<file path="config.mk">
export PLATFORM = sky130hd
export DESIGN_NAME = pbmpg_port_bank
export DESIGN_NICKNAME = d
export VERILOG_FILES = /design/src/shared/pbmpg_pkg.sv /design/src/logic/pbmpg_port_bank.sv
export SDC_FILE = /design/constraint.sdc
export NUM_CORES = 1
export LEC_CHECK = 0
export BUFFER_PORTS_ARGS = -buffer_cell sky130_fd_sc_hd__buf_2
export CAP_MARGIN = 20
export CORE_UTILIZATION = 55
export CTS_CLUSTER_DIAMETER = 30
export CTS_CLUSTER_SIZE = 25
export DETAILED_ROUTE_END_ITERATION = 8
export PLACE_DENSITY = 0.78
export SLEW_MARGIN = 20
export SYNTH_ARGS = -nofsm -noshare
export SYNTH_HDL_FRONTEND = slang
export SYNTH_SLANG_ARGS = --single-unit
</file>
<file path="constraint.sdc">
create_clock -name clock -period 3.9 [get_ports clock]
set_input_delay 0 -clock clock [delete_from_list [all_inputs] [get_ports clock]]
set_output_delay 0 -clock clock [all_outputs]
set_load 0.03 [all_outputs]
</file>
<file path="src/shared/pbmpg_pkg.sv">
// Register map, reset values and bus carrier for the port bank block
package pbmpg_pkg;
	// Plain-access offsets
	localparam logic [7:0] OFF_LATCH = 8'h00;
	localparam logic [7:0] OFF_PIN = 8'h10;
	localparam logic [7:0] OFF_SKIP = 8'h30;
	localparam logic [7:0] OFF_DRVMODE = 8'h40;
	localparam logic [7:0] OFF_STRENGTH = 8'h50;
	localparam logic [7:0] OFF_MVALUE = 8'h60;
	localparam logic [7:0] OFF_MENABLE = 8'h70;
	localparam logic [7:0] OFF_PGEN = 8'h80;
	localparam logic [7:0] OFF_PHASE = 8'h90;
	localparam logic [7:0] OFF_CTRL = 8'hA0;
	// Alias distances
	localparam logic [3:0] ALIAS_ALL = 4'h0;
	localparam logic [3:0] ALIAS_SET = 4'h4;
	localparam logic [3:0] ALIAS_CLEAR = 4'h8;
	localparam logic [3:0] ALIAS_MASKED = 4'hC;
	// Field positions
	localparam int PIN_W = 16;
	localparam int PG_W = 12;
	localparam int PH1_LSB = 16;
	localparam int PH0_LSB = 0;
	localparam int MASK_LSB = 16;
	// Reset values
	localparam logic [15:0] RST_LATCH = 16'hFFFF;
	localparam logic [15:0] RST_ZERO16 = 16'h0000;
	localparam logic [16:0] RST_STRENGTH = 17'h10000;
	localparam logic [11:0] RST_PGEN = 12'h000;
	localparam logic [11:0] RST_PH1 = 12'h000;
	localparam logic [11:0] RST_PH0 = 12'hFFF;
	localparam logic [31:0] RD_ZERO = 32'h0000_0000;

	// Register bus request
	typedef struct packed {
		logic [7:0] addr;
		logic [31:0] wdata;
		logic wr;
		logic rd;
	} pbmpg_req_s;

	// Pulse generator phase
	typedef enum logic [1:0] {
		PG_IDLE = 2'b01,
		PG_FIRST = 2'b10
	} pbmpg_phase_e;
endpackage : pbmpg_pkg

</file>
<file path="src/logic/pbmpg_port_bank.sv">
// Port bank registers, port match qualification and pulse generator
//
// Function
// - Each match enable bit lets its pin take part in port match while global match is on.
// - An enabled pin raises a match event when its sensed level equals its match value bit.
// - Bits of unimplemented pins are reserved and have no function; the pulse enable bits are not masked to IMPL_PINS.
// - The pulse pin enable field is twelve bits, one per pin, resetting to zero.
// - The phase register holds the second-phase levels in bits 27 to 16, reset zero.
// - The phase register holds the first-phase levels in bits 11 to 0, reset all ones.
// - Any write to the phase register starts a new pulse on enabled pins.
// - At pulse start enabled pins take the written first-phase level at once.
// - On counter timeout enabled pins switch to the second-phase level and hold.
// - Set, clear and mask aliases lie 4, 8 and 12 bytes above the plain address.
// - Offsets are relative to the bank instance base.
// - Only listed aliases respond, except the latch, which takes writes at every offset of its block; pulse registers take plain access only.
// - A mask-alias write to the output latch uses the upper half as a write mask.
//
// The address-and-strobe port was chosen for this implementation.
`timescale 1ns/1ps
module pbmpg_port_bank #(
	parameter int IMPL_PINS = 16
) (
	// Clock and reset
	input wire logic clock,
	input wire logic rst,
	// Register bus
	input wire pbmpg_pkg::pbmpg_req_s busReq,
	output logic [31:0] rdData,
	// Pins and match
	input wire logic [15:0] pinLevel,
	input wire logic pulseTimeout,
	output logic [15:0] pinOut,
	output logic [15:0] pinDriveMode,
	output logic [16:0] pinStrength,
	output logic [15:0] crossbarSkip,
	output logic portMatch
);
	wire [7:0] regBase = {busReq.addr[7:4], 4'h0};
	wire [3:0] aliasSel = busReq.addr[3:0];
	wire isAll = aliasSel == pbmpg_pkg::ALIAS_ALL;
	wire isSet = aliasSel == pbmpg_pkg::ALIAS_SET;
	wire isClear = aliasSel == pbmpg_pkg::ALIAS_CLEAR;
	wire isMasked = aliasSel == pbmpg_pkg::ALIAS_MASKED;
	wire [31:0] wd = busReq.wdata;
	wire wr = busReq.wr;
	wire [15:0] implMask = 16'(({17'h1} << IMPL_PINS) - 17'h1);

	logic [15:0] latch_q;
	logic [15:0] skip_q;
	logic [15:0] drvMode_q;
	logic [16:0] strength_q;
	logic [15:0] mValue_q;
	logic [15:0] mEnable_q;
	logic globalMatch_q;
	logic [11:0] pgEn_q;
	logic [11:0] ph0_q;
	logic [11:0] ph1_q;
	pbmpg_pkg::pbmpg_phase_e phase_q;
	pbmpg_pkg::pbmpg_phase_e phase_d;
	logic [11:0] pgLevel_q;
	logic [31:0] rdData_d;

	wire hitSc = isAll | isSet | isClear;
	wire wLatch = wr & (regBase == pbmpg_pkg::OFF_LATCH);
	wire wSkip = wr & (regBase == pbmpg_pkg::OFF_SKIP) & hitSc;
	wire wDrv = wr & (regBase == pbmpg_pkg::OFF_DRVMODE) & hitSc;
	wire wStr = wr & (regBase == pbmpg_pkg::OFF_STRENGTH) & hitSc;
	wire wMv = wr & (regBase == pbmpg_pkg::OFF_MVALUE) & hitSc;
	wire wMe = wr & (regBase == pbmpg_pkg::OFF_MENABLE) & hitSc;
	wire wCtrl = wr & (regBase == pbmpg_pkg::OFF_CTRL) & isAll;
	wire wPgen = wr & (regBase == pbmpg_pkg::OFF_PGEN) & isAll;
	wire wPhase = wr & (regBase == pbmpg_pkg::OFF_PHASE) & isAll;

	function automatic logic [16:0] merge(input logic [16:0] cur, input logic [16:0] val,
		input logic s, input logic c);
		merge = s ? (cur | val) : (c ? (cur & ~val) : val);
	endfunction : merge

	wire [15:0] keepBits = wd[pbmpg_pkg::MASK_LSB +: 16];
	wire [15:0] latchMasked = (latch_q & keepBits) | (wd[15:0] & ~keepBits);
	wire [15:0] latchScc = 16'(merge({1'b0, latch_q}, {1'b0, wd[15:0]}, isSet, isClear));
	wire [15:0] latchNew = isMasked ? latchMasked : latchScc;

	always_ff @(posedge clock) begin
		if (rst) begin
			latch_q <= pbmpg_pkg::RST_LATCH;
			skip_q <= pbmpg_pkg::RST_ZERO16;
			drvMode_q <= pbmpg_pkg::RST_ZERO16;
			strength_q <= pbmpg_pkg::RST_STRENGTH;
			mValue_q <= pbmpg_pkg::RST_ZERO16;
			mEnable_q <= pbmpg_pkg::RST_ZERO16;
			globalMatch_q <= 1'b0;
		end else begin
			if (wLatch)
				latch_q <= latchNew & implMask;
			if (wSkip)
				skip_q <= 16'(merge({1'b0, skip_q}, {1'b0, wd[15:0]}, isSet, isClear))
					& implMask;
			if (wDrv)
				drvMode_q <= 16'(merge({1'b0, drvMode_q}, {1'b0, wd[15:0]}, isSet, isClear))
					& implMask;
			if (wStr)
				strength_q <= merge(strength_q, wd[16:0], isSet, isClear) & {1'b1, implMask};
			if (wMv)
				mValue_q <= 16'(merge({1'b0, mValue_q}, {1'b0, wd[15:0]}, isSet, isClear))
					& implMask;
			if (wMe)
				mEnable_q <= 16'(merge({1'b0, mEnable_q}, {1'b0, wd[15:0]}, isSet, isClear))
					& implMask;
			if (wCtrl)
				globalMatch_q <= wd[0];
		end
	end

	always_ff @(posedge clock) begin
		if (rst) begin
			pgEn_q <= pbmpg_pkg::RST_PGEN;
			ph0_q <= pbmpg_pkg::RST_PH0;
			ph1_q <= pbmpg_pkg::RST_PH1;
		end else begin
			if (wPgen)
				pgEn_q <= wd[pbmpg_pkg::PG_W-1:0];
			if (wPhase) begin
				ph0_q <= wd[pbmpg_pkg::PH0_LSB +: pbmpg_pkg::PG_W];
				ph1_q <= wd[pbmpg_pkg::PH1_LSB +: pbmpg_pkg::PG_W];
			end
		end
	end

	// Phase tracking; a new write restarts even mid pulse
	always_comb begin
		phase_d = phase_q;
		case (phase_q)
			pbmpg_pkg::PG_IDLE: begin
				if (wPhase)
					phase_d = pbmpg_pkg::PG_FIRST;
			end
			pbmpg_pkg::PG_FIRST: begin
				if (!wPhase && pulseTimeout)
					phase_d = pbmpg_pkg::PG_IDLE;
			end
			default: phase_d = pbmpg_pkg::PG_IDLE;
		endcase
	end

	genvar g;
	generate
		for (g = 0; g < pbmpg_pkg::PG_W; g++) begin : gPulse
			always_ff @(posedge clock) begin
				if (rst)
					pgLevel_q[g] <= pbmpg_pkg::RST_PH0[g];
				else if (wPhase)
					pgLevel_q[g] <= wd[pbmpg_pkg::PH0_LSB + g];
				else if (phase_q == pbmpg_pkg::PG_FIRST && pulseTimeout)
					pgLevel_q[g] <= ph1_q[g];
			end
		end
	endgenerate

	always_ff @(posedge clock) begin
		if (rst)
			phase_q <= pbmpg_pkg::PG_IDLE;
		else
			phase_q <= phase_d;
	end

	// Pulse levels override the latch only on enabled pins
	wire [15:0] pulseMaskW = {4'h0, pgEn_q};
	wire [15:0] pulseLvlW = {4'h0, pgLevel_q};
	wire [15:0] pinOut_d = (latch_q & ~pulseMaskW) | (pulseLvlW & pulseMaskW);

	wire [15:0] pinHit = ~(pinLevel ^ mValue_q) & mEnable_q & implMask;
	wire portMatch_d = globalMatch_q & (|pinHit);

	// Read mux; set/clear aliases read the plain value
	always_comb begin
		rdData_d = pbmpg_pkg::RD_ZERO;
		case (regBase)
			pbmpg_pkg::OFF_LATCH: rdData_d = {16'h0000, latch_q};
			pbmpg_pkg::OFF_PIN: rdData_d = {16'h0000, pinLevel & implMask};
			pbmpg_pkg::OFF_SKIP: rdData_d = {16'h0000, skip_q};
			pbmpg_pkg::OFF_DRVMODE: rdData_d = {16'h0000, drvMode_q};
			pbmpg_pkg::OFF_STRENGTH: rdData_d = {15'h0000, strength_q};
			pbmpg_pkg::OFF_MVALUE: rdData_d = {16'h0000, mValue_q};
			pbmpg_pkg::OFF_MENABLE: rdData_d = {16'h0000, mEnable_q};
			pbmpg_pkg::OFF_PGEN: rdData_d = {20'h00000, pgEn_q};
			pbmpg_pkg::OFF_PHASE: rdData_d = {4'h0, ph1_q, 4'h0, ph0_q};
			pbmpg_pkg::OFF_CTRL: rdData_d = {30'h00000000, phase_q == pbmpg_pkg::PG_FIRST,
				globalMatch_q};
			default: rdData_d = pbmpg_pkg::RD_ZERO;
		endcase
	end

	// Outputs registered; read data only in the cycle after the strobe
	always_ff @(posedge clock) begin
		if (rst) begin
			rdData <= pbmpg_pkg::RD_ZERO;
			pinOut <= pbmpg_pkg::RST_LATCH;
			pinDriveMode <= pbmpg_pkg::RST_ZERO16;
			pinStrength <= pbmpg_pkg::RST_STRENGTH;
			crossbarSkip <= pbmpg_pkg::RST_ZERO16;
			portMatch <= 1'b0;
		end else begin
			rdData <= busReq.rd ? rdData_d : pbmpg_pkg::RD_ZERO;
			pinOut <= pinOut_d;
			pinDriveMode <= drvMode_q;
			pinStrength <= strength_q;
			crossbarSkip <= skip_q;
			portMatch <= portMatch_d;
		end
	end

	property p_phaseStart;
		@(posedge clock) disable iff (rst) wPhase |=> phase_q == pbmpg_pkg::PG_FIRST;
	endproperty
	a_phaseStart: assert property (p_phaseStart) else $error("pulse not started");

	property p_firstLevel;
		@(posedge clock) disable iff (rst)
			wPhase |=> ##1 (pinOut[11:0] & $past(pgEn_q)) == ($past(wd[11:0], 2) & $past(pgEn_q));
	endproperty
	a_firstLevel: assert property (p_firstLevel) else $error("first level wrong");

	property p_secondLevel;
		@(posedge clock) disable iff (rst)
			(phase_q == pbmpg_pkg::PG_FIRST && pulseTimeout && !wPhase) |=> pgLevel_q == ph1_q;
	endproperty
	a_secondLevel: assert property (p_secondLevel) else $error("second level wrong");

	property p_disabledPins;
		@(posedge clock) disable iff (rst)
			1'b1 |=> ((pinOut ^ $past(latch_q)) & ~$past(pulseMaskW)) == 16'h0000;
	endproperty
	a_disabledPins: assert property (p_disabledPins) else $error("disabled pin moved");

	property p_matchEvent;
		@(posedge clock) disable iff (rst) (globalMatch_q && |pinHit) |=> portMatch;
	endproperty
	a_matchEvent: assert property (p_matchEvent) else $error("match missed");

	property p_matchGate;
		@(posedge clock) disable iff (rst) (mEnable_q == 16'h0000 || !globalMatch_q) |=> !portMatch;
	endproperty
	a_matchGate: assert property (p_matchGate) else $error("spurious match");

	property p_setAlias;
		@(posedge clock) disable iff (rst)
			(wMe && isSet) |=> mEnable_q == (($past(mEnable_q) | $past(wd[15:0])) & implMask);
	endproperty
	a_setAlias: assert property (p_setAlias) else $error("set alias wrong");

	property p_maskedLatch;
		@(posedge clock) disable iff (rst)
			(wLatch && isMasked) |=> ((latch_q ^ $past(latch_q)) & $past(keepBits)) == 16'h0000;
	endproperty
	a_maskedLatch: assert property (p_maskedLatch) else $error("mask ignored");

	property p_plainOnly;
		@(posedge clock) disable iff (rst)
			(wr && regBase == pbmpg_pkg::OFF_PGEN && !isAll) |=> $stable(pgEn_q);
	endproperty
	a_plainOnly: assert property (p_plainOnly) else $error("alias accepted");

	property p_clearAlias;
		@(posedge clock) disable iff (rst)
			(wMe && isClear) |=> mEnable_q == ($past(mEnable_q) & ~$past(wd[15:0]));
	endproperty
	a_clearAlias: assert property (p_clearAlias) else $error("clear alias wrong");

	property p_maskRefused;
		@(posedge clock) disable iff (rst)
			(wr && regBase == pbmpg_pkg::OFF_MENABLE && isMasked) |=> $stable(mEnable_q);
	endproperty
	a_maskRefused: assert property (p_maskRefused) else $error("mask alias taken");

	property p_secondHold;
		@(posedge clock) disable iff (rst)
			(phase_q == pbmpg_pkg::PG_IDLE && !wPhase) |=> $stable(pgLevel_q);
	endproperty
	a_secondHold: assert property (p_secondHold) else $error("idle level moved");
endmodule : pbmpg_port_bank

</file>
### After elaboration in Yosys (flattened, before gate mapping)

Index checks and enable logic that the tools add are counted.

* flip-flop bits (word level): 246
* latch bits: 0
* bits in writable memories: 0
* ROM bits: 0
* input bits: 61
* output and inout port bits: 98
* logic and storage cells: 141
* memories kept: 0

* add/sub/neg operators: 0
* multipliers: 0
* divide/modulo/power cells: 0
* magnitude comparators: 0
* eq/ne operators: 16
* shift operators: 0
* mux-type cells: 41
* bitwise logic cells: 46
* reductions and logical operators: 9

Operators with widths (count)
* one-hot mux 28 bit (10 select lines): 1
* 2-to-1 mux 16 bit: 11
* AND 16 bit: 9
* OR 16 bit: 6
* NOT 16 bit: 3
* 2-to-1 mux 17 bit: 2
* 2-to-1 mux 1 bit: 24
* equality test 4 x 3 -> 1 bit (second input constant): 5
* equality test 4 bit (second input constant): 5
* AND 1 bit: 18
* AND 17 bit: 1
* NOT 17 bit: 1
* OR 17 bit: 1
* NOT 12 -> 16 bit: 1
* OR 16 x 12 -> 16 bit: 1
* OR reduction 16 bit: 1
* XOR 16 bit: 1
* AND 12 bit: 1
* logical NOT 8 bit: 1
* equality test 4 x 1 -> 1 bit (second input constant): 1
* equality test 4 x 2 -> 1 bit (second input constant): 1
* logical NOT 4 bit: 1
* 2-to-1 mux 2 bit: 2
* != test 2 bit (second input constant): 2
* 10 further kinds: 12

### Longest topological paths before layout

* depth in word-level cells: 7
* gate-level depth with buffers: 8

### Worst setup path after synthesis

No wires, ideal clock.

* path type: input -> register
* start point: input port busReq[41] in the netlist's numbering
* end point: register strength_q[12]
* arrival time: 1.149 ns
* data required time: 3.756 ns
* path slack: 2.607 ns
* stages on the path: 8
* path through: buf_2 and4bb_1 buf_4 and3_1 buf_4 buf_6 a21oi_1 a211oi_1

* longest elaborated chain between the ends: 3

RTL lines
* from (decl): line pbmpg_port_bank.sv:27 `input wire pbmpg_pkg::pbmpg_req_s busReq,`
* equality test 4 x 3 -> 1 bit: line pbmpg_port_bank.sv:67 `wire wStr = wr & (regBase == pbmpg_pkg::OFF_STRENGTH) & hitSc;`
* AND 1 bit (2 in series): line pbmpg_port_bank.sv:67
* to (signal assigned): line pbmpg_port_bank.sv:89 `strength_q <= pbmpg_pkg::RST_STRENGTH;`
* to (signal assigned): line pbmpg_port_bank.sv:103 `strength_q <= merge(strength_q, wd[16:0], isSet, isClear) & {1'b1, implMask};`
* to (decl): line pbmpg_port_bank.sv:51 `logic [16:0] strength_q;`

Every way passes these cells.
A chain may end at the register's enable or synchronous reset.

==> results by group <==
Synthesis
  – Synth warnings: 0
  – Post-synth EDFFs: 0
  – Sequential area share after synthesis: 47.9%
  – Syn Area/Cell: between 9 and 10 um2
  – Seq cells post-synth: 242
  – Async set-reset flop share out of synthesis: 0%
  – Main flop type after synthesis: dfxtp_1
  – Top cells by area, synth: dfxtp_1, a21oi_1, a211oi_1, mux2i_1, nand2_1
  – Post-synth top area cell: dfxtp_1
  – Post-Syn Area: 10100 um2
  – Count of cell types in the netlist: 54
  – Synth top area share: 47.9%
  – Mapped Cells: approximately 1.1k

Drt
  – Via/cell ratio: roughly 6.4
  – Pre-antenna DRT Iters: 7
  – Via Count: 9595
  – DR DRC count: 0
  – First DRT Iteration DRCs: 1276
  – Antenna-violating nets left: 0
  – Total wire length: roughly 33000 um
  – Drt wl/cell: 21.9 um

Outcome
  – Failing checks: hold timing
  – Run status: complete, but fails checks

Worst setup path
  – Crit Path Max Fanout: 17
  – R2R Setup Slk: 2390 ps
  – Critical Path Start Type: input port
  – Req. time, crit path: 4360 ps
  – Worst Setup End Kind: flip-flop
  – Arrival @ worst endpoint: 2660 ps
  – Reg2reg end: pgLevel_q[9]$_SDFFE_PP1P_
  – Critical setup path kind: input port to flip-flop
  – FF-to-FF Start: phase_q[0]$_SDFFE_PP1P_
  – Worst Reg2Reg Path Length in Cells: 4
  – CP startpoint: busReq[39]

Final layout
  – Most flops, register: rdData
  – P&R area growth vs syn: 25.6%
  – Max reg flops: 28
  – Share of layout cells above drive strength 1: between 20% and 30%
  – Biggest regs: rdData: 28 flops, pinStrength: 17 flops, strength_q: 17 flops
  – Final Non-Filler Cells: ~1.5k
  – # nets final: 1302

Floorplan
  – Initial Util: about 56%
  – Die area: 18900 um2
  – Die width: 138 um
  – Core area: 18000 um2
  – Rows: 49
  – I/O Pins: between 150 and 200
  – Die Ht: 138 um

CTS
  – Clock Pin Slew Worst Setup and Hold Paths: about 50 ps
  – Setup bufs post-CTS: 0
  – TritonCTS clock tree: yes
  – Clock sinks: 242
  – CTS Root Cell: clkbuf_16
  – CTS H-Tree Depth: 2
  – Clk_lat worst skew: 530 ps
  – CTS buffer count: 43
  – Post-cts gate resize count: 0
  – Clk buf depth: 3

GRT
  – GRT Overall Usage: 34.7%
  – Vias in the first global route: 8953
  – Initial antenna violation count: 0
  – First-pass GRT wire length: 49500 um
  – Global route overflow: 0
  – Largest net degree at the start of global routing: 89

STA
  – Slew HR: a little over a fifth
  – Final period utilization: 56.3%
  – Fin crit period: approximately 2200 ps
  – Setup-failing EPs final: 0
  – Final Hold Viols: 1
  – Setup WS post-layout: 1700 ps
  – Worst Tran Pin Value: roughly 1200 ps
  – Post-Route Setup TNS: 0 ps
  – Max Slew Vio Count: 0
  – Clock Skews: 9.02 ps
  – F_max: between 0.4 and 0.5 GHz
  – RSZ-0062 raised after global routing: no
  – Hold Slack: -3.62 ps

Flow run
  – Max Cap Viol: 0

Power
  – Tot Pwr: 6.69 mW
  – Leakage: 5.03 nW
  – Power per standard cell area: 526 nW/um2
  – Peak VDD IR: 0.339 mV

Placement
  – IO buf count: 154
  – Routability cong.: between 0.9 and 1
  – DP Cell Count: approximately 1.4k
  – Pre-CTS setup slack: approximately 1400 ps
  – DPL Wire Length: around 21000 um

Hold path
  – Hold Crit Class: input port to flip-flop
-- Yosys cell counts (2+ instances only) --
cell type and instances:
clkbuf_1 41, a22o_1 7, nand2_1 97, and3_1 24, o21bai_1 18, o21ai_0 27
nor4b_4 2, nand4b_1 16, a221oi_1 6, buf_4 18, inv_1 3, nand4_1 3
o31ai_1 16, and3b_1 2, nand2b_1 2, a211o_1 2, nor3_1 3, a222oi_1 16
a22oi_1 35, dfxtp_1 242, mux2i_1 44, xnor2_1 16, o21ai_1 14, nor4b_2 2
nor4b_1 2, nor2b_1 52, and4bb_1 3, or2_2 5, a21oi_1 145, buf_6 13
and2_1 13, nor2_1 40, a211oi_1 81, buf_2 41, a31oi_1 12, nand3_1 3
-- cells in the final DEF (no fill, tap or decap), drive strengths merged, types with 18 or more instances in the layout --
master and n:
nand2 97, nor2 40, dlygate4sd3 49, nor2b 52, a22oi 35, o21bai 18
dfxtp 242, o21ai 41, a21oi 145, a211oi 82, clkbuf 49, mux2i 44
buf 174, and3 24
-- logic make-up (layout without fill, tap and decap cells) --
logic type / after synthesis / after routing / share of synthesized area (%)
XOR/XNOR: 16 / 16 / 1.38
buffers and inverters: 118 / 305 / 6.52
AO/OA/AOI/OAI: 384 / 384 / 24.4
AND/OR/NAND/NOR: 278 / 278 / 15.3
flip-flops: 242 / 242 / 47.9
other: 1 / 5 / 0.0371
multiplexers: 45 / 45 / 4.46
-- per-layer routing --
| metal | global-route usage [%] | wire (um) | vias to the layer above | share of wire, % |
|---|---|---|---|---|
| li1 | - | - | 4288 | - |
| met1 | 43.9 | 12500 | 4512 | 38 |
| met2 | 53.8 | 15200 | 646 | 46 |
| met3 | 8.57 | 3520 | 149 | 11 |
| met4 | 19.4 | 1650 | 0 | 5.0 |
| met5 | 0 | 0 | - | 0 |
-- worst min-delay path by stage --
stage,startpoint,end,cells past startpoint
global route,pinLevel[14],rdData[14]$_SDFF_PP0_,3
floorplan,busReq[28],ph1_q[10]$_SDFFE_PP0N_,2
finish,pinLevel[14],rdData[14]$_SDFF_PP0_,3
global placement,busReq[29],ph1_q[11]$_SDFFE_PP0N_,3
detailed placement,busReq[21],ph1_q[3]$_SDFFE_PP0N_,3
CTS,pinLevel[8],rdData[8]$_SDFF_PP0_,3
-- where the power goes --
part	switching (mW)	internal, mW
registers	0.0144	2.49
logic	0.262	0.127
clock network	1.32	2.47
total	1.60	5.09
-- worst max-delay path, cell delays in order --
cell           delay, ps
buf_2                230
nor4_4               410
buf_4                300
and2_1               660
a21oi_1              160
o31ai_1              290
dlygate4sd3_1        600
-- final cells by class --
cell class                      instances  area, um2
Fill cell                            1381       5310
Sequential cell                       242       4840
Multi-Input combinational cell        727       4650
Timing Repair Buffer                  223       1410
Clock buffer                           49       1180
Clock inverter                         29        319
Tap cell                              229        287
Inverter                                4       15.0
Antenna cell                            1       2.50
-- stage by stage --
| stage | instance area, um2 | utilization, % |
|---|---|---|
| after detailed placement | 10700 | 59.4 |
| after floorplan | 10100 | - |
| final | 12700 | 70.5 |
| after global routing | 12700 | 70.5 |
| after CTS | 12700 | 70.5 |
| after global placement | 10700 | 59.4 |
-- timing repair --
item                                    in CTS  in global routing
endpoints found under the hold margin      151                  0
endpoints found under the setup margin       0                  0
hold buffers                                49                  0
Note: power is estimated with default switching activity, not from simulation.
